**src/csi2_tx_defs.svh**
```systemverilog
// Constants for the CSI-2 transmit packet and output control block
`ifndef CSI2_TX_DEFS_SVH
`define CSI2_TX_DEFS_SVH
// Register offsets
`define OFS_GENERAL_CONFIGURATION 8'h02
`define OFS_TX_RATE_SELECT 8'h1f
`define OFS_FORWARDING_CONTROL_ONE 8'h20
`define OFS_FORWARDING_CONTROL_TWO 8'h21
`define OFS_RX_PORT_SELECT 8'h4c
`define OFS_RAW10_CONTEXT_ID 8'h70
`define OFS_RAW12_CONTEXT_ID 8'h71
`define OFS_CHANNEL_REMAP 8'h72
// Reset values
`define RST_GENERAL_CONFIGURATION 8'h07
`define RST_TX_RATE_SELECT 8'h00
`define RST_FORWARDING_CONTROL_ONE 8'h02
`define RST_FORWARDING_CONTROL_TWO 8'h00
`define RST_RX_PORT_SELECT 8'h00
`define RST_RAW10_CONTEXT_ID 8'h2b
`define RST_RAW12_CONTEXT_ID 8'h2c
`define RST_CHANNEL_REMAP 8'he4
// Field positions
`define BIT_OUTPUT_ENABLE 0
`define BIT_OUTPUT_SLEEP_SELECT 1
`define BIT_INACTIVITY_MODE 2
`define BIT_REF_CLK_MODE 3
`define BIT_TIMING_OVERRIDE 7
`define BIT_REPLICATE 0
`define BIT_PORT_SELECT 0
`define FWD_MAP_LSB 0
`define FWD_DISABLE_LSB 4
`define RATE_CODE_MSB 1
`define RATE_CODE_LSB 0
`define DI_VC_MSB 7
`define DI_VC_LSB 6
`define DI_DT_MSB 5
`define DI_DT_LSB 0
// Rate codes and multipliers of the reference clock
`define RATE_CODE_FULL 2'b00
`define RATE_CODE_RESERVED 2'b01
`define RATE_CODE_HALF 2'b10
`define RATE_CODE_QUARTER 2'b11
`define RATE_MULT_FULL 64
`define RATE_MULT_HALF 32
`define RATE_MULT_QUARTER 16
// Packet framing
`define SHORT_DT_MAX 6'h0f
`define HEADER_LAST 2'h3
`define FOOTER_LAST 2'h1
`define CRC_INIT 16'hffff
`define CRC_POLY 16'h8408
`define ECC_MASK_P0 24'hf12cb7
`define ECC_MASK_P1 24'hf2555b
`define ECC_MASK_P2 24'h749a6d
`define ECC_MASK_P3 24'hb8e38e
`define ECC_MASK_P4 24'hdf03f0
`define ECC_MASK_P5 24'heffc00
`endif

```
**src/csi2_tx_pkg.sv**
```systemverilog
// Types for the CSI-2 transmit packet and output control block
package csi2_tx_pkg;
    typedef enum logic [3:0]
    {
        ST_IDLE = 4'b0001,
        ST_HEAD = 4'b0010,
        ST_PAY = 4'b0100,
        ST_FOOT = 4'b1000
    } tx_state_type;

    typedef enum logic [1:0]
    {
        PIN_HIZ = 2'b00,
        PIN_HS0 = 2'b01,
        PIN_LP11 = 2'b10,
        PIN_VALID = 2'b11
    } pin_state_type;
endpackage : csi2_tx_pkg

```
**src/csi2_tx_packet_output_control.sv**
```systemverilog
// CSI-2 transmit packet framer, channel mapping, rate select and output pin state control
// Function
// - Long packet is 32-bit header, byte payload, then 16-bit footer.
// - Header holds data identifier, 16-bit word count, then ECC byte.
// - Word count equals number of payload bytes sent.
// - Header ECC covers identifier and word count; corrects one, detects two.
// - Footer carries CRC-16 over the payload bytes.
// - Virtual channel sits in the two top bits of the identifier.
// - Data type sits in the six low bits of the identifier.
// - CSI-2 input packets keep their data type unchanged.
// - RAW input is wrapped with the port's configured channel and type.
// - Per-port RAW10 and RAW12 context registers give channel and type.
// - Packets from up to four channels interleave on one link.
// - In CSI-2 mode each port remaps every incoming channel by its register.
// - Rate code 00 full, 10 half, 11 quarter rate; 01 reserved.
// - Lane rate scales with the reference clock frequency.
// - Timing auto-loads at full and half rate with override bit 7 clear, else software overrides.
// - Replicate copies port 0 onto port 1 and enables second clock lane.
// - Power-down pin high and sleep select 0 force HS-0.
// - Pin low, or sleep select 1 with enable 0, gives high impedance.
// - Enabled, no active input: Hi-Z if mode 0, LP-11 if mode 1.
// - Enabled, active input: LP-11 if forwarding disabled, else valid.
// - A transmit port is active when any mapped receive port is locked.
// - Types 0x00 to 0x0F go out as short packets without payload.
`timescale 1ns/1ps
`include "csi2_tx_defs.svh"
module csi2_tx_packet_output_control
    import csi2_tx_pkg::*;
#(
    parameter int REF_CLK_KHZ = 25000
)
(
    input wire logic i_clk,
    input wire logic i_rst,
    input wire logic i_reg_wr,
    input wire logic i_reg_rd,
    input wire logic [7:0] i_reg_addr,
    input wire logic [7:0] i_reg_wdata,
    output logic [7:0] o_reg_rdata,
    input wire logic i_power_down_pin_n,
    input wire logic [1:0] i_rx_lock,
    input wire logic i_link_clk,
    input wire logic i_pkt_valid,
    output logic o_pkt_ready,
    input wire logic i_pkt_port,
    input wire logic i_pkt_raw,
    input wire logic i_pkt_raw12,
    input wire logic [1:0] i_pkt_vc,
    input wire logic [5:0] i_pkt_dt,
    input wire logic [15:0] i_pkt_wc,
    input wire logic i_pay_valid,
    input wire logic [7:0] i_pay_data,
    output logic o_pay_ready,
    output logic [7:0] o_tx0_byte,
    output logic o_tx0_valid,
    output logic [7:0] o_tx1_byte,
    output logic o_tx1_valid,
    output logic [1:0] o_tx0_pin_state,
    output logic [1:0] o_tx1_pin_state,
    output logic o_clk_lane1_en,
    output logic [11:0] o_lane_rate_mbps,
    output logic o_rate_reserved,
    output logic o_timing_auto,
    output logic o_ref_clk_mode
);
    if (REF_CLK_KHZ < 1000 || REF_CLK_KHZ > 60000)
    begin : g_bad_ref_clk
        $error("REF_CLK_KHZ out of range");
    end

    // ****************************************
    // Functions
    // ****************************************
    function automatic logic [7:0] ecc_calc(input logic [23:0] d);
        ecc_calc = {2'b00, ^(d & `ECC_MASK_P5), ^(d & `ECC_MASK_P4), ^(d & `ECC_MASK_P3),
                    ^(d & `ECC_MASK_P2), ^(d & `ECC_MASK_P1), ^(d & `ECC_MASK_P0)};
    endfunction : ecc_calc

    function automatic logic [15:0] crc_byte(input logic [15:0] c, input logic [7:0] d);
        logic [15:0] r;
        r = c;
        for (int i = 0; i < 8; i++)
        begin
            if (r[0] ^ d[i])
            begin
                r = (r >> 1) ^ `CRC_POLY;
            end
            else
            begin
                r = r >> 1;
            end
        end
        crc_byte = r;
    endfunction : crc_byte

    function automatic pin_state_type pin_state_f(input logic power_down_pin, input logic sleep_sel,
                                                  input logic output_enable_bit, input logic mode,
                                                  input logic active, input logic fwd_ok);
        if (!power_down_pin)
        begin
            pin_state_f = PIN_HIZ;
        end
        else if (!sleep_sel)
        begin
            pin_state_f = PIN_HS0;
        end
        else if (!output_enable_bit)
        begin
            pin_state_f = PIN_HIZ;
        end
        else if (!active)
        begin
            pin_state_f = mode ? PIN_LP11 : PIN_HIZ;
        end
        else
        begin
            pin_state_f = fwd_ok ? PIN_VALID : PIN_LP11;
        end
    endfunction : pin_state_f

    // ****************************************
    // Registers
    // ****************************************
    logic [7:0] gen_cfg_reg;
    logic [7:0] rate_sel_reg;
    logic [7:0] fwd_one_reg;
    logic [7:0] fwd_two_reg;
    logic [7:0] port_sel_reg;
    logic [7:0] raw10_reg [0:1];
    logic [7:0] raw12_reg [0:1];
    logic [7:0] remap_reg [0:1];
    logic [7:0] rdata_reg;
    wire logic sel = port_sel_reg[`BIT_PORT_SELECT];

    always_ff @(posedge i_clk or posedge i_rst)
    begin
        if (i_rst)
        begin
            gen_cfg_reg <= `RST_GENERAL_CONFIGURATION;
            rate_sel_reg <= `RST_TX_RATE_SELECT;
            fwd_one_reg <= `RST_FORWARDING_CONTROL_ONE;
            fwd_two_reg <= `RST_FORWARDING_CONTROL_TWO;
            port_sel_reg <= `RST_RX_PORT_SELECT;
            for (int p = 0; p < 2; p++)
            begin
                raw10_reg[p] <= `RST_RAW10_CONTEXT_ID;
                raw12_reg[p] <= `RST_RAW12_CONTEXT_ID;
                remap_reg[p] <= `RST_CHANNEL_REMAP;
            end
        end
        else if (i_reg_wr)
        begin
            case (i_reg_addr)
                `OFS_GENERAL_CONFIGURATION: gen_cfg_reg <= i_reg_wdata;
                `OFS_TX_RATE_SELECT: rate_sel_reg <= i_reg_wdata;
                `OFS_FORWARDING_CONTROL_ONE: fwd_one_reg <= i_reg_wdata;
                `OFS_FORWARDING_CONTROL_TWO: fwd_two_reg <= i_reg_wdata;
                `OFS_RX_PORT_SELECT: port_sel_reg <= i_reg_wdata;
                `OFS_RAW10_CONTEXT_ID: raw10_reg[sel] <= i_reg_wdata;
                `OFS_RAW12_CONTEXT_ID: raw12_reg[sel] <= i_reg_wdata;
                `OFS_CHANNEL_REMAP: remap_reg[sel] <= i_reg_wdata;
                default: ;
            endcase
        end
    end

    wire logic [7:0] rd_mux =
        (i_reg_addr == `OFS_GENERAL_CONFIGURATION) ? gen_cfg_reg :
        (i_reg_addr == `OFS_TX_RATE_SELECT) ? rate_sel_reg :
        (i_reg_addr == `OFS_FORWARDING_CONTROL_ONE) ? fwd_one_reg :
        (i_reg_addr == `OFS_FORWARDING_CONTROL_TWO) ? fwd_two_reg :
        (i_reg_addr == `OFS_RX_PORT_SELECT) ? port_sel_reg :
        (i_reg_addr == `OFS_RAW10_CONTEXT_ID) ? raw10_reg[sel] :
        (i_reg_addr == `OFS_RAW12_CONTEXT_ID) ? raw12_reg[sel] :
        (i_reg_addr == `OFS_CHANNEL_REMAP) ? remap_reg[sel] : 8'h00;

    always_ff @(posedge i_clk or posedge i_rst)
    begin
        if (i_rst)
        begin
            rdata_reg <= 8'h00;
        end
        else if (i_reg_rd)
        begin
            rdata_reg <= rd_mux;
        end
    end
    assign o_reg_rdata = rdata_reg;

    // ****************************************
    // Pin synchronisers and link clock edge
    // ****************************************
    logic [3:0] meta_reg;
    logic [3:0] sync_reg;
    logic link_prev_reg;

    always_ff @(posedge i_clk or posedge i_rst)
    begin
        if (i_rst)
        begin
            meta_reg <= 4'h0;
            sync_reg <= 4'h0;
            link_prev_reg <= 1'b0;
        end
        else
        begin
            meta_reg <= {i_link_clk, i_rx_lock, i_power_down_pin_n};
            sync_reg <= meta_reg;
            link_prev_reg <= sync_reg[3];
        end
    end
    wire logic pdb_sync = sync_reg[0];
    wire logic [1:0] lock_sync = sync_reg[2:1];
    wire logic link_edge = sync_reg[3] & ~link_prev_reg;

    // ****************************************
    // Rate select
    // ****************************************
    localparam int RATE_FULL = REF_CLK_KHZ * `RATE_MULT_FULL / 1000;
    localparam int RATE_HALF = REF_CLK_KHZ * `RATE_MULT_HALF / 1000;
    localparam int RATE_QUARTER = REF_CLK_KHZ * `RATE_MULT_QUARTER / 1000;
    wire logic [1:0] rate_code = rate_sel_reg[`RATE_CODE_MSB:`RATE_CODE_LSB];
    assign o_lane_rate_mbps =
        (rate_code == `RATE_CODE_FULL) ? 12'(RATE_FULL) :
        (rate_code == `RATE_CODE_HALF) ? 12'(RATE_HALF) :
        (rate_code == `RATE_CODE_QUARTER) ? 12'(RATE_QUARTER) : 12'h000;
    assign o_rate_reserved = (rate_code == `RATE_CODE_RESERVED);
    assign o_timing_auto = ((rate_code == `RATE_CODE_FULL) || (rate_code == `RATE_CODE_HALF))
                           && !rate_sel_reg[`BIT_TIMING_OVERRIDE];
    assign o_ref_clk_mode = gen_cfg_reg[`BIT_REF_CLK_MODE];

    // ****************************************
    // Output pin state
    // ****************************************
    wire logic replicate = fwd_two_reg[`BIT_REPLICATE];
    wire logic [1:0] map_tx1 = fwd_one_reg[`FWD_MAP_LSB +: 2];
    wire logic [1:0] fwd_dis = fwd_one_reg[`FWD_DISABLE_LSB +: 2];
    wire logic [1:0] map_tx0 = ~map_tx1;
    wire logic active0 = |(lock_sync & map_tx0);
    wire logic active1 = |(lock_sync & map_tx1);
    wire logic fwd_ok0 = |(lock_sync & map_tx0 & ~fwd_dis);
    wire logic fwd_ok1 = |(lock_sync & map_tx1 & ~fwd_dis);
    wire logic oss = gen_cfg_reg[`BIT_OUTPUT_SLEEP_SELECT];
    wire logic output_enable_bit = gen_cfg_reg[`BIT_OUTPUT_ENABLE];
    wire logic imode = gen_cfg_reg[`BIT_INACTIVITY_MODE];
    wire pin_state_type pin0_next =
        pin_state_f(pdb_sync, oss, output_enable_bit, imode, active0, fwd_ok0);
    wire pin_state_type pin1_own = pin_state_f(pdb_sync, oss, output_enable_bit, imode, active1, fwd_ok1);
    wire pin_state_type pin1_next = replicate ? pin0_next : pin1_own;
    pin_state_type pin0_reg;
    pin_state_type pin1_reg;

    always_ff @(posedge i_clk or posedge i_rst)
    begin
        if (i_rst)
        begin
            pin0_reg <= PIN_HIZ;
            pin1_reg <= PIN_HIZ;
        end
        else
        begin
            pin0_reg <= pin0_next;
            pin1_reg <= pin1_next;
        end
    end
    assign o_tx0_pin_state = pin0_reg;
    assign o_tx1_pin_state = pin1_reg;
    assign o_clk_lane1_en = replicate;

    a_hs0_forced: assert property (@(posedge i_clk) disable iff (i_rst)
        (pdb_sync && !oss) |=> (pin0_reg == PIN_HS0) && (pin1_reg == PIN_HS0))
        else $error("outputs not in HS-0");
    a_hiz_powerdown: assert property (@(posedge i_clk) disable iff (i_rst)
        (!pdb_sync || (oss && !output_enable_bit)) |=> (pin0_reg == PIN_HIZ))
        else $error("outputs not high impedance");

    // ****************************************
    // Packet framer
    // ****************************************
    tx_state_type state_reg;
    tx_state_type state_next;
    logic [31:0] hdr_reg;
    logic short_reg;
    logic [1:0] cnt_reg;
    logic [15:0] rem_reg;
    logic [15:0] crc_reg;
    logic [7:0] byte_reg;
    logic valid_reg;

    // Identifier build: RAW context or remapped incoming channel
    wire logic [7:0] raw_ctx = i_pkt_raw12 ? raw12_reg[i_pkt_port] : raw10_reg[i_pkt_port];
    wire logic [7:0] remap = remap_reg[i_pkt_port];
    wire logic [1:0] vc_mapped = remap[{i_pkt_vc, 1'b0} +: 2];
    wire logic [1:0] vc_out = i_pkt_raw ? raw_ctx[`DI_VC_MSB:`DI_VC_LSB] : vc_mapped;
    wire logic [5:0] dt_out = i_pkt_raw ? raw_ctx[`DI_DT_MSB:`DI_DT_LSB] : i_pkt_dt;
    wire logic [7:0] di_out = {vc_out, dt_out};
    wire logic [23:0] hdr_data = {i_pkt_wc, di_out};
    wire logic [31:0] hdr_full = {ecc_calc(hdr_data), hdr_data};
    wire logic accept = i_pkt_valid && (state_reg == ST_IDLE);
    wire logic pay_take = (state_reg == ST_PAY) && link_edge && i_pay_valid;
    wire logic head_done = (state_reg == ST_HEAD) && link_edge && (cnt_reg == `HEADER_LAST);
    wire logic foot_done = (state_reg == ST_FOOT) && link_edge && (cnt_reg == `FOOTER_LAST);
    wire logic wc_zero = (hdr_reg[23:8] == 16'h0000);
    wire logic [7:0] hdr_byte = hdr_reg[{cnt_reg, 3'b000} +: 8];
    wire logic [7:0] foot_byte = cnt_reg[0] ? crc_reg[15:8] : crc_reg[7:0];

    assign o_pkt_ready = (state_reg == ST_IDLE);
    assign o_pay_ready = (state_reg == ST_PAY) && link_edge;

    always_comb
    begin
        state_next = state_reg;
        case (state_reg)
            ST_IDLE:
            begin
                if (accept)
                begin
                    state_next = ST_HEAD;
                end
            end
            ST_HEAD:
            begin
                if (head_done)
                begin
                    state_next = short_reg ? ST_IDLE : (wc_zero ? ST_FOOT : ST_PAY);
                end
            end
            ST_PAY:
            begin
                if (pay_take && (rem_reg == 16'h0001))
                begin
                    state_next = ST_FOOT;
                end
            end
            ST_FOOT:
            begin
                if (foot_done)
                begin
                    state_next = ST_IDLE;
                end
            end
            default: state_next = ST_IDLE;
        endcase
    end

    always_ff @(posedge i_clk or posedge i_rst)
    begin
        if (i_rst)
        begin
            state_reg <= ST_IDLE;
            hdr_reg <= 32'h00000000;
            short_reg <= 1'b0;
            cnt_reg <= 2'h0;
            rem_reg <= 16'h0000;
            crc_reg <= `CRC_INIT;
            byte_reg <= 8'h00;
            valid_reg <= 1'b0;
        end
        else
        begin
            state_reg <= state_next;
            valid_reg <= 1'b0;
            if (accept)
            begin
                hdr_reg <= hdr_full;
                short_reg <= (dt_out <= `SHORT_DT_MAX);
                rem_reg <= i_pkt_wc;
                cnt_reg <= 2'h0;
                crc_reg <= `CRC_INIT;
            end
            if ((state_reg == ST_HEAD) && link_edge)
            begin
                byte_reg <= hdr_byte;
                valid_reg <= 1'b1;
                cnt_reg <= cnt_reg + 2'h1;
            end
            if (pay_take)
            begin
                byte_reg <= i_pay_data;
                valid_reg <= 1'b1;
                rem_reg <= rem_reg - 16'h0001;
                crc_reg <= crc_byte(crc_reg, i_pay_data);
                cnt_reg <= 2'h0;
            end
            if ((state_reg == ST_FOOT) && link_edge)
            begin
                byte_reg <= foot_byte;
                valid_reg <= 1'b1;
                cnt_reg <= cnt_reg + 2'h1;
            end
            if (head_done)
            begin
                cnt_reg <= 2'h0;
            end
        end
    end

    assign o_tx0_byte = byte_reg;
    assign o_tx0_valid = valid_reg;
    assign o_tx1_byte = replicate ? byte_reg : 8'h00;
    assign o_tx1_valid = replicate & valid_reg;

    a_short_no_payload: assert property (@(posedge i_clk) disable iff (i_rst)
        head_done && short_reg |=> (state_reg == ST_IDLE))
        else $error("short packet did not end after header");
    a_long_to_payload: assert property (@(posedge i_clk) disable iff (i_rst)
        head_done && !short_reg && !wc_zero
        |=> (state_reg == ST_PAY) && (rem_reg == hdr_reg[23:8]))
        else $error("long packet did not enter payload");
    a_payload_count: assert property (@(posedge i_clk) disable iff (i_rst)
        (state_reg == ST_PAY) |-> (rem_reg != 16'h0000))
        else $error("payload ran past word count");
    a_header_ecc: assert property (@(posedge i_clk) disable iff (i_rst)
        (state_reg != ST_IDLE) |-> (hdr_reg[31:24] == ecc_calc(hdr_reg[23:0])))
        else $error("header ECC mismatch");
    a_raw_context: assert property (@(posedge i_clk) disable iff (i_rst)
        accept && i_pkt_raw && !i_pkt_raw12 |=> (hdr_reg[7:0] == $past(raw10_reg[i_pkt_port])))
        else $error("RAW10 context not applied");
    a_type_passthrough: assert property (@(posedge i_clk) disable iff (i_rst)
        accept && !i_pkt_raw |=> (hdr_reg[5:0] == $past(i_pkt_dt)))
        else $error("data type changed");
    a_footer_crc: assert property (@(posedge i_clk) disable iff (i_rst)
        (state_reg == ST_FOOT) && link_edge && (cnt_reg == 2'h0)
        |=> valid_reg && (byte_reg == $past(crc_reg[7:0])))
        else $error("footer low byte is not the CRC");
    a_replicate_copy: assert property (@(posedge i_clk) disable iff (i_rst)
        replicate |-> (o_tx1_byte == o_tx0_byte) && (o_tx1_valid == o_tx0_valid))
        else $error("port 1 differs from port 0");
endmodule : csi2_tx_packet_output_control

```
**config.mk**
```make
export PLATFORM = sky130hd
export DESIGN_NAME = csi2_tx_packet_output_control
export DESIGN_NICKNAME = d
export VERILOG_FILES = /design/src/csi2_tx_pkg.sv /design/src/csi2_tx_packet_output_control.sv
export VERILOG_INCLUDE_DIRS = /design/src /design/src/src
export SDC_FILE = /design/constraint.sdc
export NUM_CORES = 1
export LEC_CHECK = 0
export BUFFER_PORTS_ARGS = -buffer_cell sky130_fd_sc_hd__buf_2
export CAP_MARGIN = 20
export CORE_UTILIZATION = 23
export CTS_CLUSTER_DIAMETER = 120
export DETAILED_ROUTE_END_ITERATION = 8
export HOLD_SLACK_MARGIN = 0.08
export SLEW_MARGIN = 25
export SYNTH_ARGS = -nofsm -noshare
export SYNTH_HDL_FRONTEND = slang
export SYNTH_SLANG_ARGS = --single-unit
```
**constraint.sdc**
```tcl
create_clock -name i_clk -period 8.1 [get_ports i_clk]
set_input_delay 1.62 -clock i_clk [delete_from_list [all_inputs] [get_ports i_clk]]
set_output_delay 1.62 -clock i_clk [all_outputs]
set_load 0.02 [all_outputs]
```
==> metrics.txt, run 1 <==
Cell Area, Synth 10030 sq um; fmax 0.2830 GHz; Syn Area/Cell 10.95 sq um; Top FF cell, synth dfrtp_1; CTS tree yes; WHS Path Cells 0; P_leak 5.013 nW; VDD IR-drop max 0.1421 mV; Total GRT Usage 12.66%; vias in the first global route 7233; Clock Pin Slew Worst Setup and Hold Paths 70 ps; ANT nets after route 0; Max FO, Critical Path 13; I/O pin total 109; crit path launch type input pin; min-delay worst type reg2reg; Seq/Total Area, Yosys 47.20%; WP data arrival 3900 ps; wire length of the first global-routing pass 42990 um; Detailed Place HPWL 19530 um; Final Cycle Share 43.63%; Core ar. 43080 sq um; Mapped Cells 916; RSZ-0062 raised after global routing no; commonest cells after routing, fill and taps aside dfrtp_1, nand2_1, buf_2; total setup buffers inserted after CTS 0; FP Rows 76; Hold Violations, Final 0; Remaining Overflow, GRT 0; fillers 4548; maximum clock path buffer count 2; worst r2r path cells 4; fin nets 1054; CTS Hold Buffers Added 0; slew at the pin closest to its max-slew limit 987.1 ps; ys async rst share 100.0%; H-tree Lvls 4; Worst Clk Skew 12.74 ps; setup_tns 0 ps; die area 44430 sq um; input/output buffers 103; CTS Buf Count 17; most common cell after layout, fill and taps aside dfrtp_1; Starting Density 23.28%; final wirelength 27460 um; pwr dens 244.4 nW/um^2; Crit. End Element flip-flop; initial antenna violation count 1; worst hold slack 351.9 ps; final count of pins violating max slew 0; vias 7382; # DRC 0; Yosys Warn Count 0; Crit path required time 8470 ps; Max-Cap Viols 0; vias per cell 4.652; max reg flops 30; die height 210.8 um; Slew HR 34.20%; Die W 210.8 um; # setup viols final 0; GPL Wtd Cong 0.8084; share of layout cells above drive strength 1 31.77%; post-CTS sizing 0; Post-synth EDFFs 0; wire per inst 17.30 um; # clock sinks 187; WS Path Type in2reg; synth unique cells 73; first-pass iteration count of the detailed router 5; Synth Register Bits 187; clock root cell clkbuf_16; Worst-Skew Late Latency 440 ps; status finished, final reports clean; area grow syn2layout 16.25%; largest net degree at the start of global routing 115; minimum clock period 3534 ps; Initial DRC Count 589
cells in the mapped netlist, types with 21 or more instances:
cell | n | share of area [%]
nor3_1 | 21 | 1.0
mux2i_1 | 27 | 2.7
clkbuf_1 | 42 | 1.6
a21oi_1 | 32 | 1.6
nand3_1 | 21 | 1.0
dfstp_2 | 43 | 11
xnor2_1 | 47 | 4.1
mux2_2 | 94 | 11
o21ai_0 | 52 | 2.6
dfrtp_1 | 144 | 36
nor2_1 | 33 | 1.2
nand2_1 | 130 | 4.9
layout make-up:
type / count / area (sq um) / area share, %
antenna: 1 / 2.502 / 0.02147
clock inverter: 14 / 136.4 / 1.170
clock buffer: 18 / 429.2 / 3.682
multi-input combinational: 654 / 4980 / 42.72
sequential: 187 / 4733 / 40.61
timing repair buffer: 110 / 568.0 / 4.873
tap: 585 / 732.0 / 6.280
inverter: 18 / 75.07 / 0.6441
power by group:
part,switching (mW),internal (mW)
clock,0.392,0.431
combinational,0.405,0.316
sequential,0.188,1.11
logic make-up after synthesis:
family                   share of synthesized area, %
AND/OR/NAND/NOR                                 12.58
flip-flops                                      47.20
AO/OA/AOI/OAI                                   10.81
multiplexers                                    18.65
buffers and inverters                           3.406
XOR/XNOR                                        6.688
adder cells (fa/ha/maj)                        0.6239
other                                         0.03740
layer usage:
layer	vias to the layer above	global-route usage [%]	share of wire, %
met5	-	0	0.047
met4	2	3.173	1.2
met3	23	3.420	5.4
met2	192	19.87	47
met1	3737	17.20	47
li1	3428	-	-
final timing paths:
check                                              to                     start  slack, ps
hold / removal                  sync_reg[2]$_DFF_PP0_     meta_reg[2]$_DFF_PP0_        350
hold reg to reg                 sync_reg[2]$_DFF_PP0_     meta_reg[2]$_DFF_PP0_        350
min in group asynchronous      rem_reg[5]$_DFFE_PP0P_                     i_rst       1340
max in group asynchronous  gen_cfg_reg[6]$_DFFE_PP0P_                     i_rst       5240
setup reg to reg            o_tx0_byte[6]$_DFFE_PP0P_  state_reg[1]$_DFFE_PP0P_       5300
setup / recovery              hdr_reg[28]$_DFFE_PP0P_                i_pkt_port       4570
stage by stage:
stage	area, sq um	power (mW)	worst slack (ps)	util [%]	cells
floorplan	10040	1.816	1466	-	920
global placement	11090	2.029	4116	25.73	1554
detailed placement	11090	2.045	4064	25.73	1554
CTS	11650	2.879	4535	27.05	1586
global route	11650	3.020	4450	27.05	1586
finish	11660	2.849	4566	27.06	1587
critical path: stages:
cell     delay [ps]
buf_2           320
mux4_2          570
mux2i_1         280
ha_1            300
xnor2_1         250
xnor3_1         430
o21ai_1         110
No activity file was read; power rests on OpenSTA's default activity.
==> run 2: changes to the inputs <==
==> constraint.sdc (replaced) <==
create_clock -name i_clk -period 3.2 [get_ports i_clk]
set_input_delay 0.64 -clock i_clk [delete_from_list [all_inputs] [get_ports i_clk]]
set_output_delay 0.64 -clock i_clk [all_outputs]
set_load 0.02 [all_outputs]
==> metrics.txt, run 2 (synthesis results as in run 1) <==
GPL Wtd Cong 0.8017 (-0.83%); VDD IR-drop max 0.3014 mV (+110%); largest net degree at the start of global routing 93 (-19%); crit-path cells buf_2 > buf_4 > mux4_2 > mux2i_1 > xor2_1 > xnor2_2 > xnor3_1 > o21ai_1; total power 7.307 mW (+160%); Max FO, Critical Path 10 (-3); Die W 210.8 um (unchanged); fin nets 1074 (+1.9%); CTS tree yes; clock root cell clkbuf_16; Worst Path Buf+Inv 2 (+1); Worst Clk Skew 14.79 ps (+2.052 ps); crit path launch type input pin; fillers 4523 (-0.55%); P_leak 5.120 nW (+2.1%); die area 44430 sq um (unchanged); Crit. End Element flip-flop; WS Path Type in2reg; minimum clock period 2518 ps; fin cells 1607 (+1.3%); vias in the first global route 7525 (+4.0%); area grow syn2layout 18.03%; fmax 0.3972 GHz; Hold Violations, Final 0 (unchanged); initial antenna violation count 2 (+1); register area 4733 sq um (unchanged); vias 7451 (+0.93%); Top delay family on crit path multiplexers; post-CTS sizing 0 (unchanged); max reg flops 30 (unchanged); vias per cell 4.637 (-0.32%); commonest cells after routing, fill and taps aside dfrtp_1, nand2_1, buf_2; Initial DRC Count 484 (-18%); Max-Cap Viols 0 (unchanged); FP Rows 76 (unchanged); WP depth 8 (+1); Crit path required time 3570 ps (-4900 ps); CTS Buf Count 17 (unchanged); Core ar. 43080 sq um (unchanged); Slew HR 55.39% (+21 points); Worst-Skew Late Latency 450 ps (about the same); DP Cell Count 1574 (+1.3%); Starting Density 23.28% (unchanged); Total GRT Usage 12.98% (+0.32 points); most common cell after layout, fill and taps aside dfrtp_1; WHS Path Cells 1 (+1); Final Cycle Share 78.67%; pwr dens 617.4 nW/um^2 (+150%); RSZ-0062 raised after global routing no; status finished, final reports clean; wire length of the first global-routing pass 44320 um (+3.1%); setup_tns 0 ps (unchanged); first-pass iteration count of the detailed router 4 (-1); CP max stage delay 510 ps (-60 ps); CTS Hold Buffers Added 0 (unchanged); # setup viols final 0 (unchanged); maximum clock path buffer count 2 (unchanged); Remaining Overflow, GRT 0 (unchanged); input/output buffers 103 (unchanged); die height 210.8 um (unchanged); wire per inst 17.36 um (+0.36%); worst r2r path cells 7 (+3); final wirelength 27900 um (+1.6%); slew at the pin closest to its max-slew limit 669.1 ps (-318.0 ps); I/O pin total 109 (unchanged); final count of pins violating max slew 0 (unchanged); WP data arrival 2890 ps (-1010 ps); critical path's slowest cell mux4_2; H-tree Lvls 4 (unchanged); share of layout cells above drive strength 1 33.10% (+1.3 points); Clock Pin Slew Worst Setup and Hold Paths 70 ps (about the same); ANT nets after route 0 (unchanged); Detailed Place HPWL 20450 um (+4.7%); # clock sinks 187 (unchanged); # DRC 0 (unchanged); total setup buffers inserted after CTS 0 (unchanged); min-delay worst type in2reg; area of the multi-input gates 4980 sq um (unchanged)
[run 2: changes by cell type in the layout (fill, tap and decap cells not counted)]
cell and delta:
buf_4 +19, clkinv_8 +1, inv_6 -2, inv_8 +2, clkinv_2 -1, buf_12 +1
[run 2: final cells by class]
cell class	count	share of cell area, %
antenna	1	0.02114
clock buffer	18	3.626
clock inverter	14	1.321
inverter	18	0.6026
multi-input combinational	654	42.08
sequential	187	39.99
tap	585	6.185
timing repair buffer	130	6.174
[run 2: where the power goes]
group          switching (mW)  internal [mW]
combinational            1.06          0.828
sequential              0.459           2.82
clock                    1.02           1.11
total                    2.55           4.76
[run 2: worst register-to-register path, delay by kind of cell, from the launching register on]
| family | cells | cell delay [ps] |
|---|---|---|
| AND/OR/NAND/NOR | 4 | 1340 |
| flip-flops | 1 | 450 |
| AO/OA/AOI/OAI | 2 | 280 |
| buffers and inverters | 1 | 220 |
[run 2: final timing paths]
check	endpoint	from	slack [ps]
worst max-delay path	hdr_reg[26]$_DFFE_PP0P_	i_pkt_port	680
worst min-delay path	meta_reg[1]$_DFF_PP0_	i_rx_lock[0]	300
worst max register to register	rem_reg[6]$_DFFE_PP0P_	state_reg[1]$_DFFE_PP0P_	770
worst min register to register	sync_reg[0]$_DFF_PP0_	meta_reg[0]$_DFF_PP0_	360
max in group asynchronous	fwd_one_reg[1]$_DFFE_PP1P_	i_rst	2370
min in group asynchronous	hdr_reg[1]$_DFFE_PP0P_	i_rst	360
[run 2: routing by layer]
layer	routed length, um	track usage, %	vias up
met1	13050	17.84	3784
met5	0	0	-
met2	13350	20.71	174
met4	384	3.223	0
met3	1124	2.751	24
li1	-	-	3469
[run 2: per-stage QoR]
step,setup slack [ps],utilization (%),instance area [sq um],hold WS (ps)
after floorplan,188.6,-,10050,331.2
after global placement,320.4,26.11,11250,337.8
after detailed placement,190.2,26.11,11250,341.8
after CTS,658.7,27.47,11830,289.0
after global routing,521.5,27.47,11830,272.5
final,682.4,27.47,11840,301.6
